--- config.mk ---
export PLATFORM = sky130hd
export DESIGN_NAME = adc_conv_cal_sequencer
export DESIGN_NICKNAME = d
export VERILOG_FILES = /design/src/core/adc_seq_pkg.sv /design/src/core/adc_conv_cal_sequencer.sv /design/src/core/adc_seq_sync.sv
export VERILOG_INCLUDE_DIRS = /design/src /design/src/core
export SDC_FILE = /design/constraint.sdc
export NUM_CORES = 1
export LEC_CHECK = 0
export BUFFER_PORTS_ARGS = -buffer_cell sky130_fd_sc_hd__buf_2
export CORE_MARGIN = 2
export CORE_UTILIZATION = 50
export CTS_CLUSTER_SIZE = 14
export DETAILED_ROUTE_END_ITERATION = 8
export GPL_TIMING_DRIVEN = 0
export PLACE_DENSITY = 0.67
export SYNTH_ARGS = -nofsm -noshare
export SYNTH_HDL_FRONTEND = slang
export SYNTH_SLANG_ARGS = --single-unit
--- constraint.sdc ---
create_clock -name clk -period 3.15 [get_ports clk]
set_clock_uncertainty 0.15 [all_clocks]
set_input_delay 0.315 -clock clk [delete_from_list [all_inputs] [get_ports clk]]
set_output_delay 0.315 -clock clk [all_outputs]
set_load 0.005 [all_outputs]
--- src/core/adc_seq_defs.svh ---
/*
  Timing counts, reset values and widths of the converter control sequencer.
  Assumes a 25 MHz master clock; all timing counts are in master clock cycles.
*/
`ifndef ADC_SEQ_DEFS_SVH
`define ADC_SEQ_DEFS_SVH

// Internal conversion clock is the master clock divided by four
`define SEQ_DIV_W        2
`define SEQ_DIV_LAST     2'h3

// Conversion length and the extra length of an appended experiment
`define SEQ_CNT_W        21
`define SEQ_CONV_CLKS    21'd49
`define SEQ_ILV_CLKS     21'd20
`define SEQ_EXP_CLKS     21'd20

// Full calibration after reset, in master clocks
`define SEQ_FULLCAL_CLKS 1443840

// End-of-track delay after conversion-done falls
`define SEQ_EOT_W        4
`define SEQ_EOT_CLKS     4'd15

// Least low time of conversion-done before a read may raise it
`define SEQ_EOC_AGE_W    2
`define SEQ_EOC_MIN_AGE  2'h3

// Experiments in one complete calibration sequence
`define SEQ_EXP_W        17
`define SEQ_EXP_LAST     17'd72191

// Pin synchroniser: width and idle value of the pins
// Bit order: hold_n, cs_n, rd_n, byte_reg_select, cal_request, interleave_cal_n
`define SEQ_SYNC_W       6
`define SEQ_SYNC_INIT    6'h3d

`endif

--- src/core/adc_seq_pkg.sv ---
/*
  Types of the converter control sequencer.
  Assumes adc_seq_defs.svh supplies the numeric constants.
*/
`default_nettype none
package adc_seq_pkg;

  // Top-level activity of the sequencer
  typedef enum logic [1:0] {
    SEQ_FULL_CAL,
    SEQ_TRACK,
    SEQ_CONVERT,
    SEQ_BURST
  } seq_state_e;

endpackage : adc_seq_pkg
`default_nettype wire

--- src/core/adc_conv_cal_sequencer.sv ---
/*
  Conversion and calibration sequencer of a successive-approximation converter.
  Holds the hold-strobe start logic, the divide-by-four conversion clock, the
  conversion-done and end-of-track outputs, hardware and software resets, and
  the full, burst and interleave calibration modes.
  Assumes clk is the 25 MHz master clock and that all control pins are
  asynchronous to it; they pass a two-flop synchroniser before use.
*/
// Function
// Hold falling edge holds input, starts a conversion, then returns to tracking.
// Conversion-done falls on valid data, rises within four clocks of read/start.
// Bus write to start conversion must have byte/register select high.
// Controller holds burst and interleave requests valid while chip is selected.
// Controller waits six clocks plus acquisition time before next conversion.
// Conversion logic runs on master clock divided by four.
// Asynchronous conversion takes 49 to 53 clocks; throughput per acquisition rule.
// End-of-track falls 15 clocks after conversion-done, on conversion clock.
// Looping end-of-track to hold gives fixed 49-clock conversions.
// External counter from conversion-done may trigger hold at slow clocks.
// Reset overrides everything, abandons activity and starts full calibration.
// Reset pin clears logic; release starts 1,443,840-clock full calibration.
// Chip select, select line and hold all low cause software reset.
// Conversion-done stays high during reset, falls when calibration completes.
// With permanent data reads selected, conversion-done stays high after reset.
// Burst starts on request with select low, latched on select rise, repeats.
// Interrupted burst keeps progress and continues from where it stopped.
// Controller waits 26 clocks plus acquisition after burst request drops.
// Conversion-done falls when the final experiment of a stopped burst ends.
// Interleave appends one experiment per conversion; update after full sequence.
// Interleave active by low request with select, lengthens conversion 20 clocks.
// Burst overrides interleave and continues the shared experiment sequence.
// Divider runs freely; pending hold starts conversion at next phase boundary.
`timescale 1ns/10ps
`default_nettype none
`include "adc_seq_defs.svh"

module adc_conv_cal_sequencer #(
  parameter int unsigned FULLCAL_CLKS = `SEQ_FULLCAL_CLKS
) (
  // Clock and reset
  input  wire logic clk,
  input  wire logic rst,
  // Sampling and bus control pins
  input  wire logic hold_n,
  input  wire logic cs_n,
  input  wire logic rd_n,
  input  wire logic byte_reg_select,
  // Calibration request pins
  input  wire logic cal_request,
  input  wire logic interleave_cal_n,
  // Sequencing outputs
  output logic      conv_done_n,
  output logic      track_done_n,
  // Status outputs
  output logic      tracking,
  output logic      converting,
  output logic      calibrating,
  output logic      xfer_update
);

  // Full calibration reload, cut to the counter width
  localparam logic [`SEQ_CNT_W-1:0] FULLCAL_LOAD = `SEQ_CNT_W'(FULLCAL_CLKS - 1);

  // Synchronised pins
  logic [`SEQ_SYNC_W-1:0] pinSync;
  logic                   holdS;
  logic                   csS;
  logic                   rdS;
  logic                   selS;
  logic                   calS;
  logic                   ilvS;

  // Sequencer state
  adc_seq_pkg::seq_state_e state;
  adc_seq_pkg::seq_state_e next_state;
  logic [`SEQ_CNT_W-1:0]   cnt;
  logic [`SEQ_CNT_W-1:0]   next_cnt;
  logic [`SEQ_DIV_W-1:0]   phase;
  logic [`SEQ_DIV_W-1:0]   next_phase;
  logic                    holdPending;
  logic                    next_holdPending;
  logic                    convIlv;
  logic                    next_convIlv;
  logic [`SEQ_EXP_W-1:0]   expIdx;
  logic [`SEQ_EXP_W-1:0]   next_expIdx;
  logic                    next_xferUpdate;

  // Output timing state
  logic                     next_convDoneN;
  logic                     next_trackDoneN;
  logic [`SEQ_EOT_W-1:0]    eotCnt;
  logic [`SEQ_EOT_W-1:0]    next_eotCnt;
  logic                     eotRun;
  logic                     next_eotRun;
  logic [`SEQ_EOC_AGE_W-1:0] eocAge;
  logic [`SEQ_EOC_AGE_W-1:0] next_eocAge;

  // Pin history and latched calibration requests
  logic holdPrev;
  logic csPrev;
  logic calLatch;
  logic ilvLatch;
  logic next_holdPrev;
  logic next_csPrev;
  logic next_calLatch;
  logic next_ilvLatch;

  // Decoded conditions
  logic tick;
  logic holdFall;
  logic softReset;
  logic dataRead;
  logic burstReq;
  logic ilvReq;

  // Step to the next experiment; wraps at the end of the sequence
  function automatic logic [`SEQ_EXP_W-1:0] exp_next(input logic [`SEQ_EXP_W-1:0] idx);
    exp_next = (idx == `SEQ_EXP_LAST) ? '0 : idx + `SEQ_EXP_W'(1);
  endfunction : exp_next

  // Sequence complete when the last experiment ends
  function automatic logic exp_wraps(input logic [`SEQ_EXP_W-1:0] idx);
    exp_wraps = (idx == `SEQ_EXP_LAST);
  endfunction : exp_wraps

  // Control pins cross into the master clock domain
  adc_seq_sync u_sync (
    .clk     (clk),
    .rst     (rst),
    .pinIn   ({hold_n, cs_n, rd_n, byte_reg_select, cal_request, interleave_cal_n}),
    .pinSync (pinSync)
  );

  // Unpack synchronised pins and decode bus conditions
  always_comb begin
    holdS     = pinSync[5];
    csS       = pinSync[4];
    rdS       = pinSync[3];
    selS      = pinSync[2];
    calS      = pinSync[1];
    ilvS      = pinSync[0];
    tick      = (phase == `SEQ_DIV_LAST);
    holdFall  = holdPrev && !holdS;
    softReset = !csS && !selS && !holdS;
    dataRead  = !csS && !rdS && selS;
    burstReq  = csS ? calLatch : calS;
    ilvReq    = csS ? !ilvLatch : !ilvS;
  end

  // Next-state logic of the whole sequencer
  always_comb begin
    next_state       = state;
    next_cnt         = cnt;
    next_phase       = phase + `SEQ_DIV_W'(1);
    next_holdPending = holdPending;
    next_convIlv     = convIlv;
    next_expIdx      = expIdx;
    next_xferUpdate  = 1'b0;
    next_convDoneN   = conv_done_n;
    next_trackDoneN  = track_done_n;
    next_eotCnt      = eotCnt;
    next_eotRun      = eotRun;
    next_eocAge      = eocAge;
    next_holdPrev    = holdS;
    next_csPrev      = csS;
    next_calLatch    = calLatch;
    next_ilvLatch    = ilvLatch;

    // Requests latch on the rising edge of chip select
    if (!csPrev && csS) begin
      next_calLatch = calS;
      next_ilvLatch = ilvS;
    end

    // Age of the low conversion-done, for standalone strobing
    if (!conv_done_n && eocAge != `SEQ_EOC_MIN_AGE) begin
      next_eocAge = eocAge + `SEQ_EOC_AGE_W'(1);
    end

    // A data read raises conversion-done
    if (!conv_done_n && dataRead && eocAge == `SEQ_EOC_MIN_AGE) begin
      next_convDoneN = 1'b1;
    end

    // End-of-track counts from the fall of conversion-done
    if (eotRun) begin
      if (eotCnt == `SEQ_EOT_CLKS - `SEQ_EOT_W'(1)) begin
        next_trackDoneN = 1'b0;
        next_eotRun     = 1'b0;
      end else begin
        next_eotCnt = eotCnt + `SEQ_EOT_W'(1);
      end
    end

    // Hold falls outside conversion and full calibration are remembered until a phase boundary takes them
    if (holdFall && state != adc_seq_pkg::SEQ_CONVERT && state != adc_seq_pkg::SEQ_FULL_CAL) begin
      next_holdPending = 1'b1;
    end

    unique case (state)
      adc_seq_pkg::SEQ_FULL_CAL: begin
        if (cnt == '0) begin
          next_state  = adc_seq_pkg::SEQ_TRACK;
          next_expIdx = '0;
          if (!dataRead) begin
            next_convDoneN = 1'b0;
            next_eocAge    = '0;
            next_eotRun    = 1'b1;
            next_eotCnt    = '0;
          end
        end else begin
          next_cnt = cnt - `SEQ_CNT_W'(1);
        end
      end
      adc_seq_pkg::SEQ_TRACK: begin
        if ((holdPending || holdFall) && tick) begin
          // Conversion begins on the internal clock boundary
          next_state       = adc_seq_pkg::SEQ_CONVERT;
          next_holdPending = 1'b0;
          next_convIlv     = ilvReq;
          next_cnt         = ilvReq ? (`SEQ_CONV_CLKS + `SEQ_ILV_CLKS - `SEQ_CNT_W'(1))
                                    : (`SEQ_CONV_CLKS - `SEQ_CNT_W'(1));
          next_convDoneN   = 1'b1;
          next_trackDoneN  = 1'b1;
          next_eotRun      = 1'b0;
        end else if (burstReq && !holdPending && !holdFall) begin
          // Burst precedes interleave and resumes the shared sequence
          next_state = adc_seq_pkg::SEQ_BURST;
          next_cnt   = `SEQ_EXP_CLKS - `SEQ_CNT_W'(1);
          next_trackDoneN = 1'b1;
          next_eotRun     = 1'b0;
        end
      end
      adc_seq_pkg::SEQ_CONVERT: begin
        if (cnt == '0) begin
          // Conversion done, back to tracking
          next_state     = adc_seq_pkg::SEQ_TRACK;
          next_convDoneN = 1'b0;
          next_eocAge    = '0;
          next_eotRun    = 1'b1;
          next_eotCnt    = '0;
          if (convIlv) begin
            next_expIdx     = exp_next(expIdx);
            next_xferUpdate = exp_wraps(expIdx);
          end
        end else begin
          next_cnt = cnt - `SEQ_CNT_W'(1);
        end
      end
      adc_seq_pkg::SEQ_BURST: begin
        if (cnt == '0) begin
          // Each finished experiment advances the kept position
          next_expIdx     = exp_next(expIdx);
          next_xferUpdate = exp_wraps(expIdx);
          if (burstReq) begin
            next_cnt = `SEQ_EXP_CLKS - `SEQ_CNT_W'(1);
          end else begin
            next_state     = adc_seq_pkg::SEQ_TRACK;
            next_convDoneN = 1'b0;
            next_eocAge    = '0;
            next_eotRun    = 1'b1;
            next_eotCnt    = '0;
          end
        end else begin
          next_cnt = cnt - `SEQ_CNT_W'(1);
        end
      end
    endcase

    // Software reset overrides every activity
    if (softReset) begin
      next_state       = adc_seq_pkg::SEQ_FULL_CAL;
      next_cnt         = FULLCAL_LOAD;
      next_holdPending = 1'b0;
      next_convIlv     = 1'b0;
      next_expIdx      = '0;
      next_xferUpdate  = 1'b0;
      next_convDoneN   = 1'b1;
      next_trackDoneN  = 1'b1;
      next_eotRun      = 1'b0;
      next_eotCnt      = '0;
      next_eocAge      = '0;
    end
  end

  // Register every group; hardware reset clears and reloads calibration
  always_ff @(posedge clk) begin
    if (rst) begin
      state        <= adc_seq_pkg::SEQ_FULL_CAL;
      cnt          <= FULLCAL_LOAD;
      phase        <= '0;
      holdPending  <= 1'b0;
      convIlv      <= 1'b0;
      expIdx       <= '0;
      xfer_update  <= 1'b0;
      conv_done_n  <= 1'b1;
      track_done_n <= 1'b1;
      eotCnt       <= '0;
      eotRun       <= 1'b0;
      eocAge       <= '0;
      holdPrev     <= 1'b1;
      csPrev       <= 1'b1;
      calLatch     <= 1'b0;
      ilvLatch     <= 1'b1;
    end else begin
      state        <= next_state;
      cnt          <= next_cnt;
      phase        <= next_phase;
      holdPending  <= next_holdPending;
      convIlv      <= next_convIlv;
      expIdx       <= next_expIdx;
      xfer_update  <= next_xferUpdate;
      conv_done_n  <= next_convDoneN;
      track_done_n <= next_trackDoneN;
      eotCnt       <= next_eotCnt;
      eotRun       <= next_eotRun;
      eocAge       <= next_eocAge;
      holdPrev     <= next_holdPrev;
      csPrev       <= next_csPrev;
      calLatch     <= next_calLatch;
      ilvLatch     <= next_ilvLatch;
    end
  end

  // Status levels decoded from the state register
  always_comb begin
    tracking    = (state == adc_seq_pkg::SEQ_TRACK);
    converting  = (state == adc_seq_pkg::SEQ_CONVERT);
    calibrating = (state == adc_seq_pkg::SEQ_FULL_CAL) || (state == adc_seq_pkg::SEQ_BURST);
  end

endmodule : adc_conv_cal_sequencer
`default_nettype wire

--- src/core/adc_seq_sync.sv ---
/*
  Two-flop synchroniser for the asynchronous control pins.
  Assumes a synchronous active-high reset on the same clock.
*/
`timescale 1ns/10ps
`default_nettype none
`include "adc_seq_defs.svh"

module adc_seq_sync (
  // Clock and reset
  input  wire logic                   clk,
  input  wire logic                   rst,
  // Raw pins and their synchronised copy
  input  wire logic [`SEQ_SYNC_W-1:0] pinIn,
  output logic      [`SEQ_SYNC_W-1:0] pinSync
);

  logic [`SEQ_SYNC_W-1:0] stage1;
  logic [`SEQ_SYNC_W-1:0] next_stage1;
  logic [`SEQ_SYNC_W-1:0] next_pinSync;

  // First stage feeds only the second
  always_comb begin
    next_stage1  = pinIn;
    next_pinSync = stage1;
  end

  // Both stages start at the idle pin levels
  always_ff @(posedge clk) begin
    if (rst) begin
      stage1  <= `SEQ_SYNC_INIT;
      pinSync <= `SEQ_SYNC_INIT;
    end else begin
      stage1  <= next_stage1;
      pinSync <= next_pinSync;
    end
  end

endmodule : adc_seq_sync
`default_nettype wire

==> results.json <==
{
  "status": "complete, no violations",
  "placeableCoreArea_mm2": 0.00679,
  "synth-seq-cells": 70,
  "area_growth_pct": 12.9,
  "grt_antenna_before_repair": 0,
  "remaining_drc_errors": 0,
  "synth.yosys.seq_area_share_pct": 40.1,
  "cp_cell_sequence": "or4_1 > buf_2 > or4_4 > buf_6 > or3_1 > nand2_2 > buf_6 > nor3_1 > a211o_1",
  "clock_latency_at_the_later_pin_of_the_worst_skew_pair_ns": 0.35,
  "cts_tree": "done",
  "timing.critical_path.required_ns": 3.23,
  "slew_viol_final": 0,
  "antenna_cells": 0,
  "critPathArrivalTime_ns": 3.09,
  "place.detailed.instances": 515,
  "drt-initial-drc-count": 210,
  "regToRegEndpoint": "cnt[5]$_SDFFE_PP1P_",
  "grtUsageTotal_pct": 23.3,
  "achievable-frequency_mhz": 333,
  "fp.dieW_um": 87.6,
  "critical-path-max-stage-delay_ns": 0.52,
  "hold-path-endpoint": "phase[0]$_SDFF_PP0_",
  "hold_start": "rst",
  "crit_path_max_fanout": 10,
  "synthesis.area_per_instance_um2": 8.59,
  "syn_inst": 407,
  "worst_path_max_delay_cell": "or4_4",
  "min_path_cells": 2,
  "largest_net_degree_at_the_start_of_global_routing": 15,
  "tightest_slew_ns": 0.736,
  "place_worst_setup_slack_ns": -0.0418,
  "ir_drop_uv": 281,
  "grt-ovfl-total": 0,
  "detail_route.first_pass.iterations": 5,
  "starting_utilization_of_the_core_area_pct": 51.5,
  "dr_total_vias": 3125,
  "critical_path.most_common_cell": "buf_6",
  "fraction_of_synthesis_flops_using_an_asynchronous_set_or_reset_pin_pct": 0,
  "critical_path.startpoint_type": "flip-flop",
  "cts_max_path_bufs": 2,
  "gp_weighted_congestion": 0.850,
  "ff2ff_setup_slack_ns": 0.15,
  "p_leak_nw": 1.40,
  "grt_first_pass_wirelength_um": 14000,
  "post-dp-hpwl_um": 5870,
  "buffer_ports.inserted": 12,
  "worst-setup-path-type": "flip-flop to flip-flop",
  "wl_per_cell_um": 15.2,
  "cts.reportedPaths.clkPinSlew_ns": 0.08,
  "period_share_pct": 95.4,
  "buf_inv_stages_crit_path": 3,
  "clock_tree.root_cell": "clkbuf_8",
  "yosys.area.top_type": "dfxtp_1",
  "setup_repair_after_global_routing_missed_its_margin": "no",
  "chipHeight_um": 87.6,
  "totalWireLength_um": 8180,
  "fp.dieArea_mm2": 0.00768,
  "ys.flop_type": "dfxtp_1",
  "post_route_cells_drive_above_1_share_pct": 14.0,
  "worst_path_dominant_cell_family": "simple AND/OR/NAND/NOR gates",
  "seqCellArea_mm2": 0.00140,
  "setup_viol": 0,
  "multi_input_comb_area_mm2": 0.00198,
  "synth.distinct_cells": 56,
  "drtAntennaViolNets": 0,
  "pin_count": 14,
  "n_fill_cell": 616,
  "cts-htree-levels": 3,
  "finalNonFillerCells": 539,
  "timing.final.hold_violations": 0,
  "synth_edf_count": 0,
  "synth.top_cell.area_share_pct": 40.1,
  "holdCritPathClass": "input port to flip-flop",
  "r2r_startpoint": "cnt[8]$_SDFFE_PP1P_",
  "post-route-min-period_ns": 3.00,
  "cellPowerDensity_mw_per_mm2": 501,
  "vias_per_cell": 5.80,
  "floorplan.rows": 30,
  "yosysWarningCount": 0,
  "number_of_buffers_created_by_cts": 9,
  "syn_nets": 426,
  "worst_setup_path_end_kind": "flip-flop",
  "tritoncts_sink_count": 70,
  "synth.area.top_cells": "dfxtp_1, nor2_1, ha_1",
  "syn-cell-area_mm2": 0.00350,
  "worst_case_reg_to_reg_path_depth": 9,
  "worst_case_setup_margin_in_the_final_layout_ns": 0.145,
  "final_net_count": 457,
  "cap_viol_max_count": 0,
  "grt_pass1_vias": 2903,
  "max_slew_margin_pct": 50.5
}
cells by family (layout without fill, tap and decap cells):
kind of cell / after synthesis / after routing / synth area share (%)
multiplexers: 6 / 6 / 1.72
adder cells (fa/ha/maj): 11 / 11 / 3.94
AND/OR/NAND/NOR: 170 / 170 / 26.4
flip-flops: 70 / 70 / 40.1
AO/OA/AOI/OAI: 108 / 108 / 21.1
XOR/XNOR: 12 / 12 / 3.01
buffers and inverters: 30 / 66 / 3.69
cells in the mapped netlist, types with 2 or more instances:
master and instances:
a21oi_1 25, xnor2_1 10, inv_1 12, a2111oi_0 2, o211ai_1 15, nand4b_1 2
a41oi_1 2, o21ai_0 20, nand3_1 14, or4_1 7, nor4b_1 2, a21boi_0 3
buf_6 2, nand2_2 2, xor2_1 2, clkbuf_1 15, a211o_1 3, o31ai_1 5
a22oi_1 2, nor4_1 7, nor2_1 40, nor3b_1 3, and3_1 7, or2_2 14
a211oi_1 4, nand2_1 20, dfxtp_1 70, a221o_1 2, a31oi_1 7, nand4_1 7
mux2i_1 6, nor3_1 21, nor2b_1 9, or3_1 8, ha_1 11, o21ai_1 6
area by class of cell:
type | instances | share of cell area (%)
multi-input cells | 307 | 50.2
flip-flops and latches | 70 | 35.5
repair buffers | 20 | 3.42
clock buffers | 9 | 3.14
well taps | 96 | 3.04
plain buffers | 18 | 2.16
clock inverters | 7 | 1.39
inverters | 12 | 1.14
placed cells by master, fill, tap and decap left out, types with 3 or more instances in the layout:
| cell | instances |
|---|---|
| o21ai_1 | 5 |
| nor3b_1 | 3 |
| inv_6 | 3 |
| nor4_1 | 6 |
| nor2b_1 | 9 |
| or2_2 | 14 |
| nor2_1 | 40 |
| nor3_1 | 21 |
| mux2i_1 | 6 |
| buf_2 | 13 |
| or3_1 | 8 |
| clkbuf_8 | 9 |
| a21oi_1 | 25 |
| dlygate4sd3_1 | 6 |
| nand2_1 | 20 |
| inv_1 | 12 |
| and3_1 | 7 |
| a31oi_1 | 7 |
| clkbuf_1 | 14 |
| a211oi_1 | 4 |
| nand3_1 | 14 |
| nand4_1 | 7 |
| a211o_1 | 3 |
| dfxtp_1 | 70 |
| o31ai_1 | 5 |
| or4_1 | 7 |
| o211ai_1 | 15 |
| o21ai_0 | 20 |
| ha_1 | 11 |
| xnor2_1 | 10 |
how the worst max path moves through the flow:
stage | start | endpoint | cells past startpoint
floorplan | cnt[8]$_SDFFE_PP1P_ | cnt[5]$_SDFFE_PP1P_ | 9
global placement | cnt[8]$_SDFFE_PP1P_ | cnt[2]$_SDFFE_PP1P_ | 8
detailed placement | cnt[8]$_SDFFE_PP1P_ | cnt[2]$_SDFFE_PP1P_ | 8
CTS | cnt[8]$_SDFFE_PP1P_ | expIdx[10]$_SDFFE_PP0P_ | 7
global route | cnt[8]$_SDFFE_PP1P_ | cnt[17]$_SDFFE_PP1P_ | 8
finish | cnt[8]$_SDFFE_PP1P_ | cnt[5]$_SDFFE_PP1P_ | 9
through the flow:
stage | utilization, % | area, um^2 | power (mW) | TNS, ns | hold WS [ns]
after floorplan | - | 3500 | 1.23 | 0 | 0.239
after detailed placement | 54.1 | 3680 | 1.32 | -0.0655 | 0.244
after CTS | 57.7 | 3920 | 2.00 | 0 | 0.132
after global placement | 54.1 | 3680 | 1.31 | -0.137 | 0.243
final | 58.1 | 3950 | 1.98 | 0 | 0.142
after global routing | 58.1 | 3950 | 2.08 | 0 | 0.180
sequential cells by signal, summed over array words and instances, names as in the netlist, 2 cells and up:
register,cells
state,2
u_sync.next_pinSync,6
phase,2
eotCnt,4
expIdx,17
u_sync.pinSync,6
eocAge,2
cnt,21
power breakdown:
group          switching (mW)  leakage, nW  internal (mW)
clock                   0.375       0.0866          0.294
sequential             0.0529        0.571          0.945
combinational           0.190        0.744          0.122
worst reg2reg max path, cell delays in order (launching register included):
cell	delay, ns
dfxtp_1	0.36
or4_1	0.51
buf_2	0.17
or4_4	0.52
buf_6	0.16
or3_1	0.43
nand2_2	0.12
buf_6	0.16
nor3_1	0.07
a211o_1	0.23
per-layer routing:
metal / global-route usage (%) / share of wire, %
met1: 32.6 / 49
met2: 35.9 / 46
met3: 5.09 / 4.9
met4: 7.69 / 1.1
met5: 0 / 0
what timing repair did:
| action | 4_1_cts | 5_1_grt |
|---|---|---|
| resized for setup | 1 | 5 |
| endpoints found under the hold margin | 6 | 0 |
| setup buffers | 0 | 2 |
| hold buffers | 6 | 0 |
| endpoints found under the setup margin | 3 | 23 |
| pin swaps | 1 | 2 |
(Power assumes the default switching activity.)
